## config.mk

```make
export PLATFORM = sky130hd
export DESIGN_NAME = bha_core
export DESIGN_NICKNAME = d
export VERILOG_FILES = /design/src/verilog/bha_pkg.sv /design/src/verilog/bha_core.sv /design/src/verilog/bha_sync.sv /design/src/verilog/bha_regs.sv
export SDC_FILE = /design/constraint.sdc
export NUM_CORES = 1
export LEC_CHECK = 0
export BUFFER_PORTS_ARGS = -buffer_cell sky130_fd_sc_hd__buf_2
export CELL_PAD_IN_SITES_DETAIL_PLACEMENT = 0
export CELL_PAD_IN_SITES_GLOBAL_PLACEMENT = 1
export CORE_ASPECT_RATIO = 0.7
export CORE_MARGIN = 10
export CORE_UTILIZATION = 40
export CTS_BUF_LIST = sky130_fd_sc_hd__clkbuf_4 sky130_fd_sc_hd__clkbuf_8
export CTS_CLUSTER_DIAMETER = 120
export DETAILED_ROUTE_END_ITERATION = 7
export PLACE_DENSITY = 0.91
export SLEW_MARGIN = 10
export SYNTH_ARGS = -nofsm -noshare
export SYNTH_HDL_FRONTEND = slang
export SYNTH_HIERARCHICAL = 1
export SYNTH_SLANG_ARGS = --single-unit
```

## constraint.sdc

```tcl
create_clock -name mclk -period 2.4 [get_ports mclk]
set_clock_uncertainty 0.15 [all_clocks]
set_input_delay 0.48 -clock mclk [delete_from_list [all_inputs] [get_ports mclk]]
set_output_delay 0.48 -clock mclk [all_outputs]
set_load 0.02 [all_outputs]
```

## src/verilog/bha_pkg.sv

```systemverilog
// Shared constants and types of the bus handshake and arbitration block
package bha_pkg;
    // ------------------------------------------------------------------
    // Register map
    // ------------------------------------------------------------------
    localparam logic [11:0] BHA_CTRL_ADDR = 12'h000;
    localparam logic [11:0] BHA_STAT_ADDR = 12'h004;
    localparam logic [31:0] BHA_CTRL_RESET = 32'h0000_0000;
    // ------------------------------------------------------------------
    // Control fields
    // ------------------------------------------------------------------
    localparam int BHA_C_DMA_PROTO = 0;
    localparam int BHA_C_PIN3_STROBE = 1;
    localparam int BHA_C_PIN2_EXTDATA = 2;
    localparam int BHA_C_STB_RD = 3;
    localparam int BHA_C_STB_WR = 4;
    localparam int BHA_C_EXT_RD = 5;
    localparam int BHA_C_EXT_WR = 6;
    localparam int BHA_CTRL_BITS = 7;
    // ------------------------------------------------------------------
    // Status fields
    // ------------------------------------------------------------------
    localparam int BHA_S_GRANTED = 0;
    localparam int BHA_S_RECLAIM = 1;
    localparam int BHA_S_BUSY = 2;
    localparam int BHA_S_COND2 = 3;
    localparam int BHA_S_COND3 = 4;
    localparam int BHA_S_REQ = 5;
    localparam int BHA_STAT_BITS = 6;
    // ------------------------------------------------------------------
    // Timing and widths
    // ------------------------------------------------------------------
    localparam int BHA_SYNC_WIDTH = 5;
    localparam int BHA_ITEM_BITS = 2;
    localparam logic [1:0] BHA_IO_STROBE_CYCLE = 2'h1;
    localparam logic [31:0] BHA_APB_ERR_DATA = 32'h0000_0000;
    typedef enum {
        BHA_IDLE,
        BHA_ADDR,
        BHA_DATA,
        BHA_GRANTED,
        BHA_RECLAIM
    } bha_state_e;
endpackage

```

## src/verilog/bha_core.sv

```systemverilog
// Processor bus handshake: cycle flags, acknowledge, read buffer, arbitration, dual pins
//
// Implementation choices: register access over APB and the register offsets.
`timescale 1ns/1ns
// Operation
// - Drive read flag on reads and write flag on writes.
// - Write acknowledge moves to next narrow item or ends the write.
// - Read acknowledge lets the core consume the returned data.
// - Load enable captures the multiplexed bus data into the read buffer.
// - Output a reference clock that paces the bus state machine.
// - Bus request tristates the bus interface outputs.
// - Request negated returns the bus and the device drives again.
// - Grant output acknowledges request and released bus.
// - With DMA protocol on, drop grant early and wait for request negation.
// - Branch mode routes condition pin 3 to coprocessor condition 3.
// - Condition inputs are synchronised before use.
// - Strobe mode drives pin 3 in second cycle of configured transfers.
// - Branch mode routes condition pin 2 to coprocessor condition 2.
// - Pin 2 selects branch input or extended data enable by control.
// - Extended data enable asserts as configured, holds half cycle after flags.
module bha_core (
    input wire logic mclk,
    input wire logic resetn,
    input wire logic psel,
    input wire logic penable,
    input wire logic pwrite,
    input wire logic [11:0] paddr,
    input wire logic [31:0] pwdata,
    output logic [31:0] prdata,
    output logic pready,
    output logic pslverr,
    input wire logic core_req,
    input wire logic core_write,
    input wire logic [31:0] core_addr,
    input wire logic [31:0] core_wdata,
    input wire logic [bha_pkg::BHA_ITEM_BITS-1:0] core_items,
    output logic core_done,
    output logic [31:0] core_rdata,
    output logic [31:0] ad_out,
    output logic ad_oe,
    input wire logic [31:0] ad_in,
    output logic [31:0] addr_out,
    output logic read_cycle_n,
    output logic write_cycle_n,
    output logic bus_ctl_oe,
    input wire logic ack_n,
    input wire logic read_buffer_load_enable_n,
    output logic system_reference_clock,
    input wire logic bus_request_in_n,
    output logic bus_grant_out_n,
    input wire logic branch_condition_pin_3_in,
    output logic branch_condition_pin_3_out,
    output logic branch_condition_pin_3_oe,
    input wire logic branch_condition_pin_2_in,
    output logic branch_condition_pin_2_out,
    output logic branch_condition_pin_2_oe,
    output logic coproc_condition_3,
    output logic coproc_condition_2
);
    import bha_pkg::*;

    // ------------------------------------------------------------------
    // State
    // ------------------------------------------------------------------
    typedef struct packed {
        bha_state_e state;
        logic ref_clk;
        logic is_write;
        logic [31:0] addr;
        logic [31:0] wdata;
        logic [BHA_ITEM_BITS-1:0] items;
        logic [1:0] cyc;
        logic [31:0] rdbuf;
        logic [31:0] rdata;
        logic done;
        logic rd_n;
        logic wr_n;
        logic drive_ad;
        logic grant_n;
        logic strobe;
        logic ext;
    } bha_core_s;

    bha_core_s st_q;
    bha_core_s st_d;

    logic [BHA_CTRL_BITS-1:0] ctrl;
    logic [BHA_STAT_BITS-1:0] status;
    logic [BHA_SYNC_WIDTH-1:0] pins_raw;
    logic [BHA_SYNC_WIDTH-1:0] pins_sync;
    logic ack_s;
    logic rdce_s;
    logic req_s;
    logic cond2_s;
    logic cond3_s;
    logic tick;
    logic ext_now;
    logic bus_owned;

    // ------------------------------------------------------------------
    // Register file
    // ------------------------------------------------------------------
    bha_regs u_regs (
        .mclk(mclk),
        .resetn(resetn),
        .psel(psel),
        .penable(penable),
        .pwrite(pwrite),
        .paddr(paddr),
        .pwdata(pwdata),
        .prdata(prdata),
        .pready(pready),
        .pslverr(pslverr),
        .status(status),
        .ctrl(ctrl)
    );

    // ------------------------------------------------------------------
    // Pin synchronisers
    // ------------------------------------------------------------------
    // Handshake pins are synchronised as well since the memory system may
    // run from its own copy of the reference clock with unknown skew.
    assign pins_raw = {branch_condition_pin_3_in, branch_condition_pin_2_in,
                       ~bus_request_in_n, ~read_buffer_load_enable_n, ~ack_n};

    bha_sync #(
        .WIDTH(BHA_SYNC_WIDTH)
    ) u_sync (
        .mclk(mclk),
        .resetn(resetn),
        .async_in(pins_raw),
        .sync_out(pins_sync)
    );

    assign ack_s = pins_sync[0];
    assign rdce_s = pins_sync[1];
    assign req_s = pins_sync[2];
    assign cond2_s = pins_sync[3];
    assign cond3_s = pins_sync[4];

    // ------------------------------------------------------------------
    // Reference clock and bus tick
    // ------------------------------------------------------------------
    // The bus machine moves only on the edge where the reference clock rises
    assign tick = !st_q.ref_clk;

    // Extended data enable source: flags active for the configured direction
    assign ext_now = (!st_q.rd_n && ctrl[BHA_C_EXT_RD])
                   || (!st_q.wr_n && ctrl[BHA_C_EXT_WR]);

    assign bus_owned = (st_q.state != BHA_GRANTED) && (st_q.state != BHA_RECLAIM);

    // ------------------------------------------------------------------
    // Next state
    // ------------------------------------------------------------------
    always_comb
    begin
        st_d = st_q;
        st_d.ref_clk = !st_q.ref_clk;
        st_d.done = 1'b0;
        // Read buffer loads whenever the enable is seen in the data state of a read
        if (rdce_s && st_q.state == BHA_DATA && !st_q.is_write)
            st_d.rdbuf = ad_in;
        if (tick)
        begin
            case (st_q.state)
                BHA_IDLE:
                begin
                    // Bus request takes priority over a pending core transfer
                    if (req_s)
                    begin
                        st_d.state = BHA_GRANTED;
                        st_d.grant_n = 1'b0;
                    end
                    else if (core_req)
                    begin
                        st_d.state = BHA_ADDR;
                        st_d.is_write = core_write;
                        st_d.addr = core_addr;
                        st_d.wdata = core_wdata;
                        st_d.items = core_items;
                        st_d.cyc = 2'h0;
                        st_d.rd_n = core_write;
                        st_d.wr_n = !core_write;
                        st_d.drive_ad = 1'b1;
                    end
                end
                BHA_ADDR:
                begin
                    st_d.state = BHA_DATA;
                    st_d.cyc = BHA_IO_STROBE_CYCLE;
                    st_d.drive_ad = st_q.is_write;
                    st_d.strobe = st_q.is_write ? ctrl[BHA_C_STB_WR]
                                                : ctrl[BHA_C_STB_RD];
                end
                BHA_DATA:
                begin
                    st_d.strobe = 1'b0;
                    if (st_q.cyc != 2'h3)
                        st_d.cyc = st_q.cyc + 2'h1;
                    if (ack_s && st_q.is_write && st_q.items != '0)
                    begin
                        // Next narrow item: advance address, shift data down
                        st_d.items = st_q.items - 1'b1;
                        st_d.addr = st_q.addr + 32'h0000_0001;
                        st_d.wdata = {8'h00, st_q.wdata[31:8]};
                    end
                    else if (ack_s)
                    begin
                        st_d.state = BHA_IDLE;
                        st_d.rd_n = 1'b1;
                        st_d.wr_n = 1'b1;
                        st_d.drive_ad = 1'b0;
                        st_d.done = 1'b1;
                        st_d.rdata = st_q.is_write ? st_q.rdata
                                   : (rdce_s ? ad_in : st_q.rdbuf);
                    end
                end
                BHA_GRANTED:
                begin
                    if (!req_s)
                    begin
                        st_d.state = BHA_IDLE;
                        st_d.grant_n = 1'b1;
                    end
                    else if (ctrl[BHA_C_DMA_PROTO] && core_req)
                    begin
                        // Ask for the bus back, master keeps it until it lets go
                        st_d.state = BHA_RECLAIM;
                        st_d.grant_n = 1'b1;
                    end
                end
                BHA_RECLAIM:
                begin
                    if (!req_s)
                        st_d.state = BHA_IDLE;
                end
                default:
                begin
                    st_d.state = BHA_IDLE;
                    st_d.grant_n = 1'b1;
                end
            endcase
        end
        // Built from the next flags so the pin has no lag; one mclk is half a reference cycle
        st_d.ext = (!st_d.rd_n && ctrl[BHA_C_EXT_RD]) || (!st_d.wr_n && ctrl[BHA_C_EXT_WR])
                 || ext_now;
    end

    // ------------------------------------------------------------------
    // Registers
    // ------------------------------------------------------------------
    always_ff @(posedge mclk or negedge resetn)
    begin
        if (!resetn)
        begin
            st_q.state <= BHA_IDLE;
            st_q.ref_clk <= 1'b0;
            st_q.is_write <= 1'b0;
            st_q.addr <= '0;
            st_q.wdata <= '0;
            st_q.items <= '0;
            st_q.cyc <= 2'h0;
            st_q.rdbuf <= '0;
            st_q.rdata <= '0;
            st_q.done <= 1'b0;
            st_q.rd_n <= 1'b1;
            st_q.wr_n <= 1'b1;
            st_q.drive_ad <= 1'b0;
            st_q.grant_n <= 1'b1;
            st_q.strobe <= 1'b0;
            st_q.ext <= 1'b0;
        end
        else
            st_q <= st_d;
    end

    // ------------------------------------------------------------------
    // Outputs
    // ------------------------------------------------------------------
    assign system_reference_clock = st_q.ref_clk;
    assign bus_grant_out_n = st_q.grant_n;
    assign bus_ctl_oe = bus_owned;
    assign ad_oe = bus_owned && st_q.drive_ad;
    assign ad_out = (st_q.state == BHA_ADDR) ? st_q.addr : st_q.wdata;
    assign addr_out = st_q.addr;
    assign read_cycle_n = st_q.rd_n;
    assign write_cycle_n = st_q.wr_n;
    assign core_done = st_q.done;
    assign core_rdata = st_q.rdata;

    // Pin 3: branch input or I/O strobe
    assign branch_condition_pin_3_oe = ctrl[BHA_C_PIN3_STROBE];
    assign branch_condition_pin_3_out = st_q.strobe;
    assign coproc_condition_3 = !ctrl[BHA_C_PIN3_STROBE] && cond3_s;

    // Pin 2: branch input or extended data enable
    assign branch_condition_pin_2_oe = ctrl[BHA_C_PIN2_EXTDATA];
    assign branch_condition_pin_2_out = st_q.ext;
    assign coproc_condition_2 = !ctrl[BHA_C_PIN2_EXTDATA] && cond2_s;

    assign status = {req_s, cond3_s, cond2_s,
                     (st_q.state == BHA_ADDR) || (st_q.state == BHA_DATA),
                     st_q.state == BHA_RECLAIM, !st_q.grant_n};
endmodule

```

## src/verilog/bha_sync.sv

```systemverilog
// Two-stage synchroniser for asynchronous pin inputs
`timescale 1ns/1ns
module bha_sync #(
    parameter int WIDTH = 1
) (
    input wire logic mclk,
    input wire logic resetn,
    input wire logic [WIDTH-1:0] async_in,
    output logic [WIDTH-1:0] sync_out
);
    typedef struct packed {
        logic [WIDTH-1:0] meta;
        logic [WIDTH-1:0] stable;
    } bha_sync_s;

    bha_sync_s st_q;
    bha_sync_s st_d;

    // First stage feeds only the second stage
    always_comb
    begin
        st_d.meta = async_in;
        st_d.stable = st_q.meta;
    end

    always_ff @(posedge mclk or negedge resetn)
    begin
        if (!resetn)
            st_q <= '0;
        else
            st_q <= st_d;
    end

    assign sync_out = st_q.stable;
endmodule

```

## src/verilog/bha_regs.sv

```systemverilog
// APB register file: control settings and block status
`timescale 1ns/1ns
module bha_regs (
    input wire logic mclk,
    input wire logic resetn,
    input wire logic psel,
    input wire logic penable,
    input wire logic pwrite,
    input wire logic [11:0] paddr,
    input wire logic [31:0] pwdata,
    output logic [31:0] prdata,
    output logic pready,
    output logic pslverr,
    input wire logic [bha_pkg::BHA_STAT_BITS-1:0] status,
    output logic [bha_pkg::BHA_CTRL_BITS-1:0] ctrl
);
    import bha_pkg::*;

    typedef struct packed {
        logic [BHA_CTRL_BITS-1:0] ctrl;
        logic [31:0] rdata;
        logic err;
    } bha_regs_s;

    bha_regs_s st_q;
    bha_regs_s st_d;
    logic hit_ctrl;
    logic hit_stat;

    assign hit_ctrl = (paddr == BHA_CTRL_ADDR);
    assign hit_stat = (paddr == BHA_STAT_ADDR);

    always_comb
    begin
        st_d = st_q;
        // Read data and error are prepared in the setup cycle
        if (psel && !penable)
        begin
            st_d.err = !(hit_ctrl || hit_stat);
            st_d.rdata = BHA_APB_ERR_DATA;
            if (!pwrite && hit_ctrl)
                st_d.rdata = {{(32-BHA_CTRL_BITS){1'b0}}, st_q.ctrl};
            else if (!pwrite && hit_stat)
                st_d.rdata = {{(32-BHA_STAT_BITS){1'b0}}, status};
        end
        // Write takes effect at the access edge only
        if (psel && penable && pwrite && hit_ctrl)
            st_d.ctrl = pwdata[BHA_CTRL_BITS-1:0];
    end

    always_ff @(posedge mclk or negedge resetn)
    begin
        if (!resetn)
        begin
            st_q.ctrl <= BHA_CTRL_RESET[BHA_CTRL_BITS-1:0];
            st_q.rdata <= '0;
            st_q.err <= 1'b0;
        end
        else
            st_q <= st_d;
    end

    assign pready = psel & penable;
    assign pslverr = psel & penable & st_q.err;
    assign prdata = st_q.rdata;
    assign ctrl = st_q.ctrl;
endmodule

```

==> flow_metrics.tcl <==
set metrics [dict create \
    status "complete, but fails checks" \
    violations "setup timing" \
    async_flop_share_pct 100.0 \
    clkTransAtPathRegs_ns 0.11 \
    fin_crit_ns 2.581 \
    die_x_um 200.4 \
    critPathMaxStageDelay_ns 0.44 \
    drc 0 \
    ys_seq_area_share_pct 45.91 \
    power.total_mw 14.25 \
    grt_pass1_wl_mm 43.62 \
    die_h_um 146.3 \
    ant_nets 0 \
    cellPowerDensity_nw_per_um2 1275 \
    crit_top_cell "buf_6" \
    critical_path_class "register to primary output" \
    cts.htree.levels 4 \
    drv_slew 0 \
    internal_power_mw 8.050 \
    synth.avg_cell_area_um2 9.891 \
    gp_congestion 0.8779 \
    layout_commonest_cell "buf_2" \
    worstRegToRegCells 6 \
    cts_tree "yes" \
    final-hold-violation-count 0 \
    synthCells 921 \
    grt_overflow 0 \
    max-vdd-ir-drop_mv 0.6999 \
    cp-start-kind "register" \
    final_cell_mix "buf_2 (212), dfrtp_1 (162), nand2_1 (126)" \
    cp_data_arrival_time_ns 1.95 \
    drt_wl_total_mm 27.98 \
    antenna_found_initial 7 \
    fmax_mhz 387.5 \
    clkPwrFrac_pct 15.0 \
    portBuffers 246 \
    critPathRequiredTime_ns 1.77 \
    grt_start_max_net_pins 89 \
    dpl_cell_area_um2 10240 \
    switchingPower_mw 6.198 \
    areaGrowthSynthToFinish_pct 22.66 \
    viasPerCell 5.124 \
    p_seq_share_pct 34.7 \
    drtPass1Iterations 5 \
    rsz0062_at_grt "true" \
    place_hpwl_mm 20.44 \
    endpoint_kind "primary output" \
    dp.cells 1389 \
    netlist_area_um2 9110 \
    power_leakage_nw 5.303 \
    layoutNonFillerInstCount 1437 \
    dieArea_um2 29310 \
    cts.path.max_buffers 2 \
    hold_depth 2 \
    stdcell_area_um2 11170 \
    critPathMaxFanout 8 \
    ys.flop_type "dfrtp_1" \
    hp-class "primary input to register" \
    grt_pass1_vias 7431 \
    synth_edf_count 0 \
    finalSetupViolCount 32 \
    grt.total_usage_pct 18.60 \
    ios 297 \
    drv_cap 0 \
    path_cells "nor3_4, buf_6, buf_12, mux2_4, buf_6" \
    fill_cells 2099 \
    start_util_pct 40.48 \
    wl_per_cell_um 19.47 \
    maxSlewHeadroom_pct 62.34 \
    finalHoldWorstSlack_ns 0.05825 \
    numCtsBuffers 17 \
    yosysUniqueCellTypes 66 \
    timing.final.ws_setup_ns -0.1806 \
    cts.sinks 167 \
    worstMarginPinSlew_ns 0.5649 \
    ys_warn_count 6 \
    min_period_over_period_pct 107.5 \
    clockRootBuffer "clkbuf_8" \
    drive_gt1_share_pct 38.63 \
    drt_iter0_markers 408 \
    nets 1264 \
    slowest_stage "dfrtp_2" \
    clkLatencyLatePin_ns 0.47 \
    rows 46 \
    core-area_um2 22500 \
    vias 7363 \
    p_comb_share_pct 50.3 \
    power.share.switching_pct 43.50 \
    final.setup.tns_ns -4.967 \
    synth_seq_cells 167 \
]
[cells in the mapped netlist, drive strengths merged (4+ instances only)]
master   count  area share, %
a211oi       4           0.33
a21oi       46            2.6
a22o         9           0.87
a2bb2oi      7           0.67
a31oi       29            2.0
and2         4           0.27
and3         7           0.49
and4         5           0.58
buf        129             10
clkbuf      32            1.5
dfrtp      164             45
inv         14           0.58
mux2        72            9.0
mux2i       41            4.5
nand2      127            5.2
nand3       15           0.82
nand4       14            1.5
nor2        47            1.9
nor3        17            1.1
nor4         7            1.1
o21ai       68            3.7
o22ai       12           0.82
or3          4           0.27
[critical path: cells and delay by family, from the launching register on]
family / cells / cell delay (ns)
flip-flops: 1 / 0.44
multiplexers: 1 / 0.33
buffers and inverters: 3 / 0.48
AND/OR/NAND/NOR: 1 / 0.24
[power by group through the flow]
stage	logic, mW	clock network [mW]	registers, mW
final	7.17	2.13	4.94
after global placement	6.17	0	4.91
after global routing	7.76	2.30	5.10
after CTS	6.88	2.18	4.93
after detailed placement	6.27	0	4.97
after floorplan	4.80	0	4.69
[final timing paths]
kind	from	end	slack, ns
max	st_q[142]$_DFFE_PN0P_	ad_out[28]	-0.18
max reg2reg	st_q[142]$_DFFE_PN0P_	addr_out[27]$_DFFE_PN0P_	0.11
min	core_wdata[26]	st_q[101]$_DFFE_PN0P_	0.06
min reg2reg	u_sync/st_d[4]$_DFF_PN0_	u_sync/sync_out[4]$_DFF_PN0_	0.21
min in group asynchronous	resetn	addr_out[20]$_DFFE_PN0P_	0.25
max in group asynchronous	resetn	write_cycle_n$_DFF_PN1_	1.21
[cells by family (layout without fill, tap and decap cells)]
| group | count (synthesis) | count (layout) | share of synthesized area (%) |
|---|---|---|---|
| fa+ha+maj | 2 | 2 | 0.2746 |
| buf+inv | 175 | 351 | 12.24 |
| simple gates | 263 | 263 | 14.68 |
| compound gates | 200 | 200 | 13.36 |
| other cells | 1 | 29 | 0.04116 |
| flops | 167 | 167 | 45.91 |
| mux | 113 | 113 | 13.49 |
[registers in the layout, indices dropped and copies added, names as in the netlist]
register	cells
branch_condition_pin_3_out	1
u_sync/st_d	5
system_reference_clock	1
core_rdata	32
branch_condition_pin_2_out	1
u_regs/ctrl	7
u_regs/prdata	7
u_sync/sync_out	5
read_cycle_n	1
u_regs/st_q	1
st_q	71
core_done	1
addr_out	32
bus_grant_out_n	1
write_cycle_n	1
[cell type report]
| class | count | area [µm²] | share of cell area, % |
|---|---|---|---|
| Clock buffer | 18 | 247.7 | 2.217 |
| Clock inverter | 14 | 158.9 | 1.422 |
| Timing Repair Buffer | 305 | 2071 | 18.53 |
| Antenna cell | 4 | 10.01 | 0.08958 |
| Sequential cell | 167 | 4185 | 37.45 |
| Inverter | 14 | 52.55 | 0.4703 |
| Multi-Input combinational cell | 603 | 4059 | 36.32 |
| Tap cell | 312 | 390.4 | 3.493 |
[repair_timing]
item,in CTS,in global routing
setup buffers,4,1
gates cloned,2,1
endpoints found under the setup margin,34,35
pin swaps,1,1
resized for setup,69,43
hold endpoints to repair,169,0
hold buffers,6,0
[metrics by stage]
stage	util, %	worst slack, ns
final	49.66	-0.1806
after global placement	45.51	0.1980
after detailed placement	45.51	0.1490
after global routing	49.64	-0.2594
after floorplan	-	0.2318
after CTS	48.86	-0.2178
[per-layer routing]
layer | track usage [%] | vias up | wire length, µm
li1 | - | 3513 | -
met1 | 23.44 | 3546 | 12140
met2 | 29.63 | 268 | 13180
met3 | 6.499 | 30 | 2195
met4 | 5.247 | 6 | 437
met5 | 0 | - | 31
No activity file was read; power rests on OpenSTA's default activity.
